## config.mk

```make
export PLATFORM = sky130hd
export DESIGN_NAME = isrc_ctrl
export DESIGN_NICKNAME = d
export VERILOG_FILES = /design/src/hw/isrc_pkg.sv /design/src/hw/isrc_sync.sv /design/src/hw/isrc_ctrl.sv
export VERILOG_INCLUDE_DIRS = /design/src /design/src/hw
export SDC_FILE = /design/constraint.sdc
export NUM_CORES = 1
export LEC_CHECK = 0
export ABC_AREA = 1
export BUFFER_PORTS_ARGS = -buffer_cell sky130_fd_sc_hd__buf_4
export CAP_MARGIN = 20
export CORE_ASPECT_RATIO = 1.4
export CORE_MARGIN = 5
export CORE_UTILIZATION = 45
export CTS_CLUSTER_SIZE = 8
export DETAILED_ROUTE_END_ITERATION = 7
export GPL_TIMING_DRIVEN = 0
export PLACE_DENSITY = 0.66
export REMOVE_ABC_BUFFERS = 1
export SYNTH_ARGS = -nofsm -noshare
export SYNTH_HDL_FRONTEND = slang
export SYNTH_HIERARCHICAL = 1
export SYNTH_SLANG_ARGS = --single-unit
```

## constraint.sdc

```tcl
create_clock -name mclk_i -period 2.4 [get_ports mclk_i]
set_clock_uncertainty 0.15 [all_clocks]
set_input_delay 0.36 -clock mclk_i [delete_from_list [all_inputs] [get_ports mclk_i]]
set_output_delay 0.36 -clock mclk_i [all_outputs]
set_load 0.1 [all_outputs]
```

## src/hw/isrc_regs.svh

```systemverilog
`ifndef ISRC_REGS_SVH
`define ISRC_REGS_SVH

// ----------------------------------------------------------------
// Register byte offsets
// ----------------------------------------------------------------
`define ISRC_A_CTRL 8'h00
`define ISRC_A_STAT 8'h04
`define ISRC_A_DATA 8'h08
`define ISRC_A_CLK 8'h0C
`define ISRC_A_IRQ_ST 8'h10
`define ISRC_A_IRQ_MSK 8'h14

// ----------------------------------------------------------------
// Field positions
// ----------------------------------------------------------------
`define ISRC_B_MST 7
`define ISRC_B_TRX 6
`define ISRC_B_BB 5
`define ISRC_B_PIN 4
`define ISRC_B_ACK 3
`define ISRC_B_LINE 2
`define ISRC_B_SCL 1
`define ISRC_B_LRB 0
`define ISRC_B_M_LSB 8
`define ISRC_B_N_LSB 0
`define ISRC_IRQ_WORD 0
`define ISRC_IRQ_STOP 1
`define ISRC_IRQ_RST 2

// ----------------------------------------------------------------
// Reset values and timing counts
// ----------------------------------------------------------------
`define ISRC_RST_M 8'h14
`define ISRC_RST_N 8'h18
`define ISRC_RST_ACK 1'b1
`define ISRC_BITS_PER_WORD 4'h8

`endif

```

## src/hw/isrc_pkg.sv

```systemverilog
package isrc_pkg;

    typedef enum logic [3:0] {
        ST_IDLE,
        ST_START_HOLD,
        ST_BIT_LOW,
        ST_BIT_HIGH,
        ST_WAIT,
        ST_STOP_LOW,
        ST_STOP_REL,
        ST_STOP_HIGH,
        ST_RST_LOW,
        ST_RST_REL
    } isrc_state_e;

    typedef logic [7:0] isrc_cnt_t;
    typedef logic [7:0] isrc_addr_t;
    typedef logic [31:0] isrc_word_t;

    typedef struct packed {
        isrc_state_e state;
        isrc_cnt_t cnt;
        logic [3:0] bitn;
        logic [7:0] shift;
        logic [7:0] rx_data;
        logic master_select;
        logic trx;
        logic bb;
        logic pin;
        logic ack_en;
        logic lrb;
        logic line_busy;
        isrc_cnt_t m_val;
        isrc_cnt_t n_val;
        logic [2:0] irq_st;
        logic [2:0] irq_msk;
        logic irq;
        logic scl_drv;
        logic sda_drv;
        isrc_word_t rdata;
    } isrc_core_s;

    typedef struct packed {
        logic s1;
        logic s2;
        logic s3;
    } isrc_sync_s;

endpackage

```

## src/hw/isrc_sync.sv

```systemverilog
module isrc_sync
(
    input wire logic mclk_i,
    input wire logic rst_i,
    input wire logic pin_i,
    output logic level_o,
    output logic rise_o,
    output logic fall_o
);
    import isrc_pkg::*;

    isrc_sync_s cur;
    isrc_sync_s next_cur;

    // ----------------------------------------------------------------
    // Two-stage synchroniser plus one history stage
    // ----------------------------------------------------------------
    // Reset to high: an idle open-drain line reads high, so no false edge
    always_comb
    begin
        next_cur.s1 = pin_i;
        next_cur.s2 = cur.s1;
        next_cur.s3 = cur.s2;
    end

    always_ff @(posedge mclk_i)
    begin
        if (rst_i)
        begin
            cur <= '1;
        end
        else
        begin
            cur <= next_cur;
        end
    end

    assign level_o = cur.s2;
    assign rise_o = cur.s2 & ~cur.s3;
    assign fall_o = ~cur.s2 & cur.s3;

endmodule // isrc_sync

```

## src/hw/isrc_ctrl.sv

```systemverilog
`include "isrc_regs.svh"
//
// Contract
// - Stop pattern written while busy starts generating a stop condition; the code acts on it only in ST_WAIT, after a word end.
// - If another device holds clock low, wait for release before stop.
// - After clock release, wait one high period before raising data.
// - Restart pattern keeps data high and releases our clock line.
// - After restart release, bus still treated as busy by others.
// - Clock low at least n, high at least m peripheral cycles.
// - Hold bus m cycles after start before first clock pulse.
// - Clock stays high m cycles before data rises for stop.
// - After pending bit goes 0 to 1, wait n cycles before clock rises.
// - Word end clears pending, holds clock low; release n after resume.
//
module isrc_ctrl
#(
    parameter int ADDR_W = 8
)
(
    input wire logic mclk_i,
    input wire logic rst_i,
    input wire logic [ADDR_W-1:0] addr_i,
    input wire isrc_pkg::isrc_word_t wdata_i,
    input wire logic wr_i,
    input wire logic rd_i,
    output isrc_pkg::isrc_word_t rdata_o,
    output logic irq_o,
    input wire logic scl_i,
    output logic scl_o,
    output logic scl_oe_n_o,
    input wire logic sda_i,
    output logic sda_o,
    output logic sda_oe_n_o
);
    import isrc_pkg::*;

    // ----------------------------------------------------------------
    // Elaboration checks
    // ----------------------------------------------------------------
    if (ADDR_W < 5 || ADDR_W > 8)
    begin : g_bad_addr_w
        $error("isrc_ctrl: ADDR_W must lie between 5 and 8");
    end

    // ----------------------------------------------------------------
    // Pin synchronisers
    // ----------------------------------------------------------------
    logic scl_s;
    logic sda_s;
    logic sda_rise;
    logic sda_fall;

    isrc_sync u_scl_sync
    (
        .mclk_i(mclk_i),
        .rst_i(rst_i),
        .pin_i(scl_i),
        .level_o(scl_s),
        .rise_o(),
        .fall_o()
    );

    isrc_sync u_sda_sync
    (
        .mclk_i(mclk_i),
        .rst_i(rst_i),
        .pin_i(sda_i),
        .level_o(sda_s),
        .rise_o(sda_rise),
        .fall_o(sda_fall)
    );

    // ----------------------------------------------------------------
    // State
    // ----------------------------------------------------------------
    isrc_core_s cur;
    isrc_core_s next_cur;

    // A programmed zero would underflow; it is served as one cycle
    function automatic isrc_cnt_t load_of(input isrc_cnt_t v);
        load_of = (v == 8'h00) ? 8'h00 : v - 8'h01;
    endfunction

    isrc_addr_t addr;
    logic wr_ctrl;
    logic wr_data;
    logic wr_clk;
    logic wr_irq_st;
    logic wr_irq_msk;
    logic w_mst;
    logic w_trx;
    logic w_bb;
    logic w_pin;
    logic stop_req;
    logic rst_req;
    logic start_req;
    logic resume_req;
    logic cnt_done;
    logic [2:0] events;

    assign addr = isrc_addr_t'(addr_i);
    assign wr_ctrl = wr_i && addr == `ISRC_A_CTRL;
    assign wr_data = wr_i && addr == `ISRC_A_DATA;
    assign wr_clk = wr_i && addr == `ISRC_A_CLK;
    assign wr_irq_st = wr_i && addr == `ISRC_A_IRQ_ST;
    assign wr_irq_msk = wr_i && addr == `ISRC_A_IRQ_MSK;
    assign w_mst = wdata_i[`ISRC_B_MST];
    assign w_trx = wdata_i[`ISRC_B_TRX];
    assign w_bb = wdata_i[`ISRC_B_BB];
    assign w_pin = wdata_i[`ISRC_B_PIN];
    assign stop_req = wr_ctrl && cur.bb && w_mst && w_trx && w_pin && !w_bb;
    assign rst_req = wr_ctrl && cur.bb && !w_mst && !w_trx && w_pin && !w_bb;
    assign start_req = wr_ctrl && !cur.bb && w_mst && w_bb;
    assign resume_req = wr_data || (wr_ctrl && w_pin && !cur.pin);
    assign cnt_done = cur.cnt == 8'h00;

    // ----------------------------------------------------------------
    // Next-state logic
    // ----------------------------------------------------------------
    always_comb
    begin
        next_cur = cur;
        events = 3'b000;

        // Start or stop seen on the wire while the clock is high
        if (sda_fall && scl_s)
        begin
            next_cur.line_busy = 1'b1;
        end
        else if (sda_rise && scl_s)
        begin
            next_cur.line_busy = 1'b0;
        end

        // Register writes that are legal in any state
        if (wr_ctrl)
        begin
            next_cur.ack_en = wdata_i[`ISRC_B_ACK];
        end
        if (wr_clk)
        begin
            next_cur.m_val = wdata_i[`ISRC_B_M_LSB +: 8];
            next_cur.n_val = wdata_i[`ISRC_B_N_LSB +: 8];
        end
        if (wr_irq_msk)
        begin
            next_cur.irq_msk = wdata_i[2:0];
        end

        unique case (cur.state)
            ST_IDLE,
            ST_RST_REL:
            begin
                next_cur.scl_drv = 1'b0;
                next_cur.sda_drv = 1'b0;
                if (wr_data)
                begin
                    next_cur.shift = wdata_i[7:0];
                end
                // last bit mirrors the clock line after a restart
                if (cur.state == ST_RST_REL)
                begin
                    next_cur.lrb = scl_s;
                end
                if (start_req && (cur.state == ST_RST_REL || !cur.line_busy))
                begin
                    next_cur.master_select = 1'b1;
                    next_cur.trx = w_trx;
                    next_cur.bb = 1'b1;
                    next_cur.pin = 1'b1;
                    next_cur.line_busy = 1'b1;
                    next_cur.sda_drv = 1'b1;
                    next_cur.cnt = load_of(cur.m_val);
                    next_cur.state = ST_START_HOLD;
                end
                else if (wr_ctrl && !w_bb)
                begin
                    next_cur.master_select = w_mst;
                    next_cur.trx = w_trx;
                end
            end

            // hold after start before the first clock
            ST_START_HOLD:
            begin
                if (cnt_done)
                begin
                    next_cur.scl_drv = 1'b1;
                    next_cur.bitn = 4'h0;
                    next_cur.cnt = load_of(cur.n_val);
                    next_cur.state = ST_BIT_LOW;
                end
                else
                begin
                    next_cur.cnt = cur.cnt - 8'h01;
                end
            end

            ST_BIT_LOW:
            begin
                next_cur.scl_drv = 1'b1;
                if (cur.bitn < `ISRC_BITS_PER_WORD)
                begin
                    next_cur.sda_drv = cur.trx && !cur.shift[7];
                end
                else
                begin
                    // receiver answers with ack only when enabled
                    next_cur.sda_drv = !cur.trx && cur.ack_en;
                end
                if (cnt_done)
                begin
                    next_cur.scl_drv = 1'b0;
                    next_cur.cnt = load_of(cur.m_val);
                    next_cur.state = ST_BIT_HIGH;
                end
                else
                begin
                    next_cur.cnt = cur.cnt - 8'h01;
                end
            end

            // high period of m cycles, counted once the line is high
            ST_BIT_HIGH:
            begin
                if (!scl_s)
                begin
                    next_cur.cnt = load_of(cur.m_val);
                end
                else if (!cnt_done)
                begin
                    next_cur.cnt = cur.cnt - 8'h01;
                end
                else if (cur.bitn < `ISRC_BITS_PER_WORD)
                begin
                    next_cur.shift = {cur.shift[6:0], sda_s};
                    next_cur.bitn = cur.bitn + 4'h1;
                    next_cur.scl_drv = 1'b1;
                    next_cur.cnt = load_of(cur.n_val);
                    next_cur.state = ST_BIT_LOW;
                end
                else
                begin
                    // word end: clear pending and hold the clock low
                    next_cur.lrb = sda_s;
                    next_cur.rx_data = cur.shift;
                    next_cur.pin = 1'b0;
                    next_cur.scl_drv = 1'b1;
                    next_cur.sda_drv = 1'b0;
                    events[`ISRC_IRQ_WORD] = 1'b1;
                    next_cur.state = ST_WAIT;
                end
            end

            ST_WAIT:
            begin
                next_cur.scl_drv = 1'b1;
                if (stop_req)
                begin
                    // begin the stop with data pulled low
                    next_cur.pin = 1'b1;
                    next_cur.sda_drv = 1'b1;
                    next_cur.cnt = load_of(cur.n_val);
                    next_cur.state = ST_STOP_LOW;
                end
                else if (rst_req)
                begin
                    // data stays released while the clock is let go
                    next_cur.master_select = 1'b0;
                    next_cur.trx = 1'b0;
                    next_cur.pin = 1'b1;
                    next_cur.sda_drv = 1'b0;
                    next_cur.cnt = load_of(cur.n_val);
                    next_cur.state = ST_RST_LOW;
                end
                // resume waits a full low period before the clock rises
                else if (resume_req)
                begin
                    if (wr_data)
                    begin
                        next_cur.shift = wdata_i[7:0];
                    end
                    next_cur.pin = 1'b1;
                    next_cur.bitn = 4'h0;
                    next_cur.cnt = load_of(cur.n_val);
                    next_cur.state = ST_BIT_LOW;
                end
            end

            ST_STOP_LOW:
            begin
                next_cur.scl_drv = 1'b1;
                next_cur.sda_drv = 1'b1;
                if (cnt_done)
                begin
                    next_cur.scl_drv = 1'b0;
                    next_cur.state = ST_STOP_REL;
                end
                else
                begin
                    next_cur.cnt = cur.cnt - 8'h01;
                end
            end

            // another device may still stretch the clock
            ST_STOP_REL:
            begin
                if (scl_s)
                begin
                    next_cur.cnt = load_of(cur.m_val);
                    next_cur.state = ST_STOP_HIGH;
                end
            end

            // one high period before data rises
            ST_STOP_HIGH:
            begin
                if (!scl_s)
                begin
                    next_cur.state = ST_STOP_REL;
                end
                else if (!cnt_done)
                begin
                    next_cur.cnt = cur.cnt - 8'h01;
                end
                else
                begin
                    // data rises only after m high cycles
                    next_cur.sda_drv = 1'b0;
                    next_cur.bb = 1'b0;
                    next_cur.master_select = 1'b0;
                    next_cur.trx = 1'b0;
                    events[`ISRC_IRQ_STOP] = 1'b1;
                    next_cur.state = ST_IDLE;
                end
            end

            // low period before our clock is released
            ST_RST_LOW:
            begin
                next_cur.scl_drv = 1'b1;
                if (cnt_done)
                begin
                    // status busy drops as our clock pin lets go
                    next_cur.scl_drv = 1'b0;
                    next_cur.bb = 1'b0;
                    // no stop was sent, so the line stays busy
                    next_cur.line_busy = 1'b1;
                    events[`ISRC_IRQ_RST] = 1'b1;
                    next_cur.state = ST_RST_REL;
                end
                else
                begin
                    next_cur.cnt = cur.cnt - 8'h01;
                end
            end
        endcase

        // Hardware set wins over a write-one clear in the same cycle
        if (wr_irq_st)
        begin
            next_cur.irq_st = cur.irq_st & ~wdata_i[2:0];
        end
        next_cur.irq_st = next_cur.irq_st | events;
        next_cur.irq = |(next_cur.irq_st & next_cur.irq_msk);

        // Read data stands in the cycle after the strobe only
        next_cur.rdata = '0;
        if (rd_i)
        begin
            case (addr)
                `ISRC_A_CTRL:
                begin
                    next_cur.rdata[7:0] = {cur.master_select, cur.trx, cur.bb, cur.pin,
                                           cur.ack_en, 3'b000};
                end
                `ISRC_A_STAT:
                begin
                    next_cur.rdata[7:0] = {cur.master_select, cur.trx, cur.bb, cur.pin,
                                           1'b0, cur.line_busy, scl_s, cur.lrb};
                end
                `ISRC_A_DATA:
                begin
                    next_cur.rdata[7:0] = cur.rx_data;
                end
                `ISRC_A_CLK:
                begin
                    next_cur.rdata[15:0] = {cur.m_val, cur.n_val};
                end
                `ISRC_A_IRQ_ST:
                begin
                    next_cur.rdata[2:0] = cur.irq_st;
                end
                `ISRC_A_IRQ_MSK:
                begin
                    next_cur.rdata[2:0] = cur.irq_msk;
                end
                default:
                begin
                    next_cur.rdata = '0;
                end
            endcase
        end
    end

    // ----------------------------------------------------------------
    // State register
    // ----------------------------------------------------------------
    always_ff @(posedge mclk_i)
    begin
        if (rst_i)
        begin
            cur <= '0;
            cur.state <= ST_IDLE;
            cur.ack_en <= `ISRC_RST_ACK;
            cur.m_val <= `ISRC_RST_M;
            cur.n_val <= `ISRC_RST_N;
            cur.pin <= 1'b1;
        end
        else
        begin
            cur <= next_cur;
        end
    end

    // ----------------------------------------------------------------
    // Outputs
    // ----------------------------------------------------------------
    // Open drain: the pads only ever pull low
    assign scl_o = 1'b0;
    assign sda_o = 1'b0;
    assign scl_oe_n_o = ~cur.scl_drv;
    assign sda_oe_n_o = ~cur.sda_drv;
    assign rdata_o = cur.rdata;
    assign irq_o = cur.irq;

endmodule // isrc_ctrl

```

==> results of run 1 <==
-- path summary, 6_finish.rpt --
check / depth (start not counted) / endpoint / slack (ns)
worst max-delay path: 9 / cur[92] / 0.17
worst min-delay path: 3 / u_scl_sync/cur[2] / 0.04
worst min register to register: 2 / u_scl_sync/level_o / 0.26
worst max register to register: 9 / cur[92] / 0.17
-- registers in the layout (all words and copies together), names as in the netlist --
| register | flops |
|---|---|
| u_sda_sync/cur | 2 |
| rdata_o | 16 |
| u_sda_sync/level_o | 1 |
| u_scl_sync/cur | 1 |
| cur | 63 |
| u_scl_sync/level_o | 1 |
| irq_o | 1 |
-- power by group --
group,switching (uW),internal (uW),leakage [uW]
logic,311,93.4,0.00188
clock network,623,750,0.000147
registers,13.9,1430,0.000686
-- worst reg2reg max path, cell delays in order, from the launching register on --
cell and delay [ns]:
dfxtp_1 0.35, inv_1 0.13, nand2_1 0.10, nor2_1 0.59, nand2_2 0.21, nand2_1 0.17, nor2_4 0.07, nand3_1 0.16
nand2_1 0.07, a21oi_1 0.16
-- metal layers --
metal	vias up	wire [um]
li1	2488	-
met1	2294	5670
met2	160	7020
met3	41	652
met4	0	566
met5	-	0
-- metrics by stage --
stage	std cells	setup TNS, ns
6_report	961	0
5_1_grt	961	0
4_1_cts	953	0
3_5_place_dp	937	-3.25
3_3_place_gp	937	-6.66
2_1_floorplan	748	0
-- what timing repair did --
item,4_1_cts,5_1_grt
setup endpoints to repair,8,20
setup buffers,0,8
pin swaps,0,2
gates resized for setup,2,5
-- cell type report --
| class | instances | area, sq um | area share [%] |
|---|---|---|---|
| flip-flops and latches | 85 | 1700 | 29.9 |
| multi-input cells | 546 | 2670 | 46.8 |
| clock buffers | 10 | 239 | 4.20 |
| inverters | 117 | 440 | 7.73 |
| clock inverters | 6 | 53.8 | 0.944 |
| repair buffers | 56 | 420 | 7.38 |
| well taps | 141 | 176 | 3.10 |
-- cells in the final DEF (no fill, tap or decap), drive strengths merged --
cell,count
a22oi,1
nand3b,1
a211oi,2
clkinv,4
or2,2
dfxtp,85
nor3,6
inv,119
nand2,186
o21a,1
a31oi,3
o22ai,12
o211ai,4
xnor2,2
and2,1
conb,18
nand3,63
buf,56
nor4,2
xor2,12
o221ai,1
a21oi,37
nor2,122
o21ai,53
clkbuf,10
nand4,11
ha,6
==> summary.md, run 1 <==
| Metric | Value |
|---|---|
| Status | `complete, no violations` |
| Worst Path Buf+Inv | `1` |
| Fraction of layout cells with a size suffix above 1 | `between 10% and 20%` |
| Residual DRC | `0` |
| Grt peak-use layer | `met2` |
| Diode count | `0` |
| Crit share post-route | `between 90% and 100%` |
| GRT met3 Usage | `3.71%` |
| Initial antenna violation count | `0` |
| H-tree Lvls | `3` |
| Synth Area per Inst | `6.47 sq um` |
| Initial core utilization | `46.1%` |
| Cell area power density | `565 nW/um^2` |
| Critical path fanouts, max | `7` |
| First-pass GRT wire length | `22500 um` |
| Slew @ Worst Pin | `0.838 ns` |
| Syn Std Cell Area | `5040 sq um` |
| Pin count of the biggest net entering global routing | `48` |
| Critical-path cell list | `inv_1 > nand2_1 > nor2_1 > nand2_2 > nand2_1 > nor2_4 > nand3_1 > nand2_1 > a21oi_1` |
| Die W | `99.4 um` |
| IO Count | `83` |
| HP Start | `scl_i` |
| Quantity of hold-fixing buffers added after cts | `0` |
| CORE AREA | `around 11000 sq um` |
| Post-layout min period | `2.23 ns` |
| GP Congestion | `0.945` |
| Clk sinks | `85` |
| Max_cap viols | `0` |
| Avg WL per Cell | `14.5 um` |
| Critical Path End Type | `flip-flop` |
| CTS buffer count | `9` |
| Required @ worst endpoint | `2.52 ns` |
| DR iter-0 viols | `328` |
| Placed Area | `5310 sq um` |
| Mapped Cells | `779` |
| Clk_lat worst skew | `0.34 ns` |
| Synth-to-layout area growth | `13.1%` |
| Pre-CTS setup slack | `-0.292 ns` |
| Row cnt | `45` |
| Worst Hold Slack | `0.0378 ns` |
| Worst path most repeated cell | `nand2_1` |
| Delay-heaviest family, CP | `simple AND/OR/NAND/NOR gates` |
| CTS Root Cell | `clkbuf_16` |
| Unrepaired setup endpoints after global routing | `no` |
| LEAKAGE | `0.00272 uW` |
| Tot GR Track Use | `21.0%` |
| DRT Pass-1 Iters | `7` |
| Post-DRT Antenna Nets | `0` |
| Finished Cell Area | `5700 sq um` |
| Pins Over Slew Limit | `0` |
| Total Power | `3220 uW` |
| Max VDD drop | `0.000310 V` |
| Die Area | `13400 sq um` |
| Final Hold Viols | `0` |
| Crit. Startpoint | `cur[94]` |
| Type of the worst setup path | `reg2reg` |
| Nets@finish | `867` |
| Peak Freq | `448 MHz` |
| Setup violation total in the final timing report | `0` |
| Vias in the first global route | `4757` |
| Fin util | `a little over half` |
| Slew HR | `44.1%` |
| Vias | `4983` |
| Crit path DAT | `2.35 ns` |
| Clock Path Buffers | `2` |
| Worst r2r src | `cur[94]` |
| Routed WL | `13900 um` |
| Setup ws final | `0.168 ns` |
| DPL Wire Length | `10600 um` |
| CTS tree | `built` |
| Number of fill cells in the layout | `1150` |
| M2 GR Usage | `37.2%` |
| Startpoint Class | `flip-flop` |
| Synthesis Warnings | `6` |
| Clock slew at reported path FFs | `0.06 ns` |
| Via-to-Cell Ratio | `around 5.2` |
| Worst path max stage delay | `0.59 ns` |
| Routing usage on met1 | `a little under a quarter` |
| Port Buf Inserts | `between 40 and 50` |
| Hold Path Class | `in2reg` |
| GRT overflow | `0` |
| Die Y | `135 um` |
| Slowest CP cell | `nor2_1` |
No activity file was read; power rests on OpenSTA's default activity.
==> run 2, diff against run 1 <==
--- a/config.mk
+++ b/config.mk
@@ -7,15 +7,14 @@
 export NUM_CORES = 1
 export LEC_CHECK = 0
 export ABC_AREA = 1
-export BUFFER_PORTS_ARGS = -buffer_cell sky130_fd_sc_hd__buf_4
 export CAP_MARGIN = 20
 export CORE_ASPECT_RATIO = 1.4
 export CORE_MARGIN = 5
 export CORE_UTILIZATION = 45
 export CTS_CLUSTER_SIZE = 8
 export DETAILED_ROUTE_END_ITERATION = 7
+export DONT_BUFFER_PORTS = 1
 export GPL_TIMING_DRIVEN = 0
-export PLACE_DENSITY = 0.66
 export REMOVE_ABC_BUFFERS = 1
 export SYNTH_ARGS = -nofsm -noshare
 export SYNTH_HDL_FRONTEND = slang
==> constraint.sdc (replaced) <==
create_clock -name mclk_i -period 2.4 [get_ports mclk_i]
set_clock_uncertainty 0.15 [all_clocks]
set_input_delay 0.48 -clock mclk_i [delete_from_list [all_inputs] [get_ports mclk_i]]
set_output_delay 0.48 -clock mclk_i [all_outputs]
set_load 0.1 [all_outputs]
==> run 2 against run 1 <==
Effect of this change:
- global-route usage increased by 0.28 points
- largest power group is now clock
- count of clock-buffer cells in the layout decreased by 1
- critical path type unchanged
- register-to-register slack improved by 0.04 ns
- final cell count decreased by 5.7%
- sequential share of layout area increased by 2.1 points
- clock power increased by 12%
==> summary.md, run 2 (same netlist as run 1, synthesis figures left out) <==
| Metric | Value |
|---|---|
| Die W | `slightly below 100 um` |
| CORE AREA | `10900 sq um` |
| LEAKAGE | `0.00245 uW` |
| GP Congestion | `0.961` |
| Number of fill cells in the layout | `1152` |
| Pin count of the biggest net entering global routing | `48` |
| Peak Freq | `456 MHz` |
| Quantity of hold-fixing buffers added after cts | `0` |
| H-tree Lvls | `3` |
| Diode count | `0` |
| Critical path fanouts, max | `5` |
| Cell area power density | `624 nW/um^2` |
| First-pass GRT wire length | `22600 um` |
| Setup ws final | `0.209 ns` |
| GRT overflow | `0` |
| Die Area | `~13000 sq um` |
| Fraction of layout cells with a size suffix above 1 | `7.45%` |
| Status | `complete, no violations` |
| Final TNS setup | `0 ns` |
| Max reg flops | `63` |
| Max VDD drop | `0.000387 V` |
| Tot GR Track Use | `between 20% and 30%` |
| Post-DRT Antenna Nets | `0` |
| Clock slew at reported path FFs | `~0.070 ns` |
| Nets@finish | `812` |
| Final Hold Viols | `0` |
| Routed WL | `14100 um` |
| Setup violation total in the final timing report | `0` |
| DRT Pass-1 Iters | `5` |
| Port Buf Inserts | `0` |
| Slew @ Worst Pin | `0.960 ns` |
| Commonest non-fill, non-tap cell in the layout | `nand2_1` |
| Clock Path Buffers | `2` |
| Hold Path Class | `in2reg` |
| Unrepaired setup endpoints after global routing | `no` |
| Row cnt | `45` |
| Crit share post-route | `91.3%` |
| Critical Path End Type | `flip-flop` |
| Worst r2r src | `cur[84]` |
| Finished Cell Area | `5320 sq um` |
| Post-layout min period | `2.19 ns` |
| DR iter-0 viols | `296` |
| Worst reg-to-reg path cell count | `11` |
| Type of the worst setup path | `reg2reg` |
| IO Count | `83` |
| Residual DRC | `0` |
| Crit. Startpoint | `cur[84]` |
| Register with the most flip-flops | `cur` |
| CTS Root Cell | `clkbuf_16` |
| Clk sinks | `85` |
| Initial antenna violation count | `0` |
| Die Y | `135 um` |
| Required @ worst endpoint | `2.49 ns` |
| Startpoint Class | `flip-flop` |
| Placed Area | `4950 sq um` |
| Area of the multi-input gates | `2660 sq um` |
| Worst Hold Slack | `between 0.04 and 0.05 ns` |
| Vias | `approximately 4700` |
| Synth-to-layout area growth | `5.51%` |
| Initial core utilization | `46.1%` |
| CP endpoint | `cur[92]` |
| Pre-CTS setup slack | `-0.270 ns` |
| Avg WL per Cell | `15.5 um` |
| CTS tree | `built` |
| DPL Wire Length | `10800 um` |
| Max_cap viols | `0` |
| Vias in the first global route | `about 4600` |
| Slew HR | `35.9%` |
| Clk_lat worst skew | `~0.35 ns` |
| CTS buffer count | `9` |
| Via-to-Cell Ratio | `about 5.2` |
| Crit path DAT | `2.28 ns` |
| Reg2reg end | `cur[92]` |
| Reg-to-reg slack, setup | `between 0.2 and 0.25 ns` |
| Pins Over Slew Limit | `0` |
| Register area | `1700 sq um` |
| Most frequent cells in the layout | `nand2_1, inv_1, nor2_1` |
## run 2: worst max-delay path: stages (launching register included)
cell	delay [ns]
dfxtp_1	0.33
inv_1	0.09
ha_1	0.25
nand2_1	0.11
inv_1	0.12
nand3_1	0.20
nand2_2	0.18
nand2_1	0.12
nor2_4	0.18
nand3_1	0.18
nand2_1	0.10
a21oi_1	0.06
## run 2: area by class of cell
cell class              count  area share (%)
clock inverters             7            1.93
clock buffers               9            4.24
inverters                 117            8.28
flip-flops and latches     85            32.0
repair buffers              1           0.141
well taps                 141            3.32
multi-input cells         546            50.1
## run 2: worst min-delay path by stage
stage,start,end,cells after the start
2_1_floorplan,u_scl_sync/cur[2],u_scl_sync/level_o,2
3_3_place_gp,u_sda_sync/cur[2],u_sda_sync/level_o,2
3_5_place_dp,u_sda_sync/cur[2],u_sda_sync/level_o,2
4_1_cts,rst_i,cur[92],1
5_1_grt,rst_i,cur[93],1
6_report,rst_i,cur[35],1
## run 2: per-layer routing
metal,global-route usage (%),wire length (um)
met1,24.7,5870
met2,37.9,7190
met3,3.97,570
met4,9.11,447
met5,0,0
## run 2: repair_timing
action	in CTS	in global routing
buffers inserted	0	1
pin swaps	0	1
setup endpoints to repair	10	13
resized for setup	2	4
## run 2: per-stage QoR
step	power [uW]	cells	utilization, %
after floorplan	1750	748	-
after global placement	1810	889	45.3
after detailed placement	1820	889	45.3
after CTS	3330	905	48.4
after global routing	3430	906	48.7
final	3320	906	48.7
## run 2: where the power goes
part	switching (uW)	internal (uW)
sequential	14.5	1430
combinational	290	62.2
clock	681	848
total	985	2330
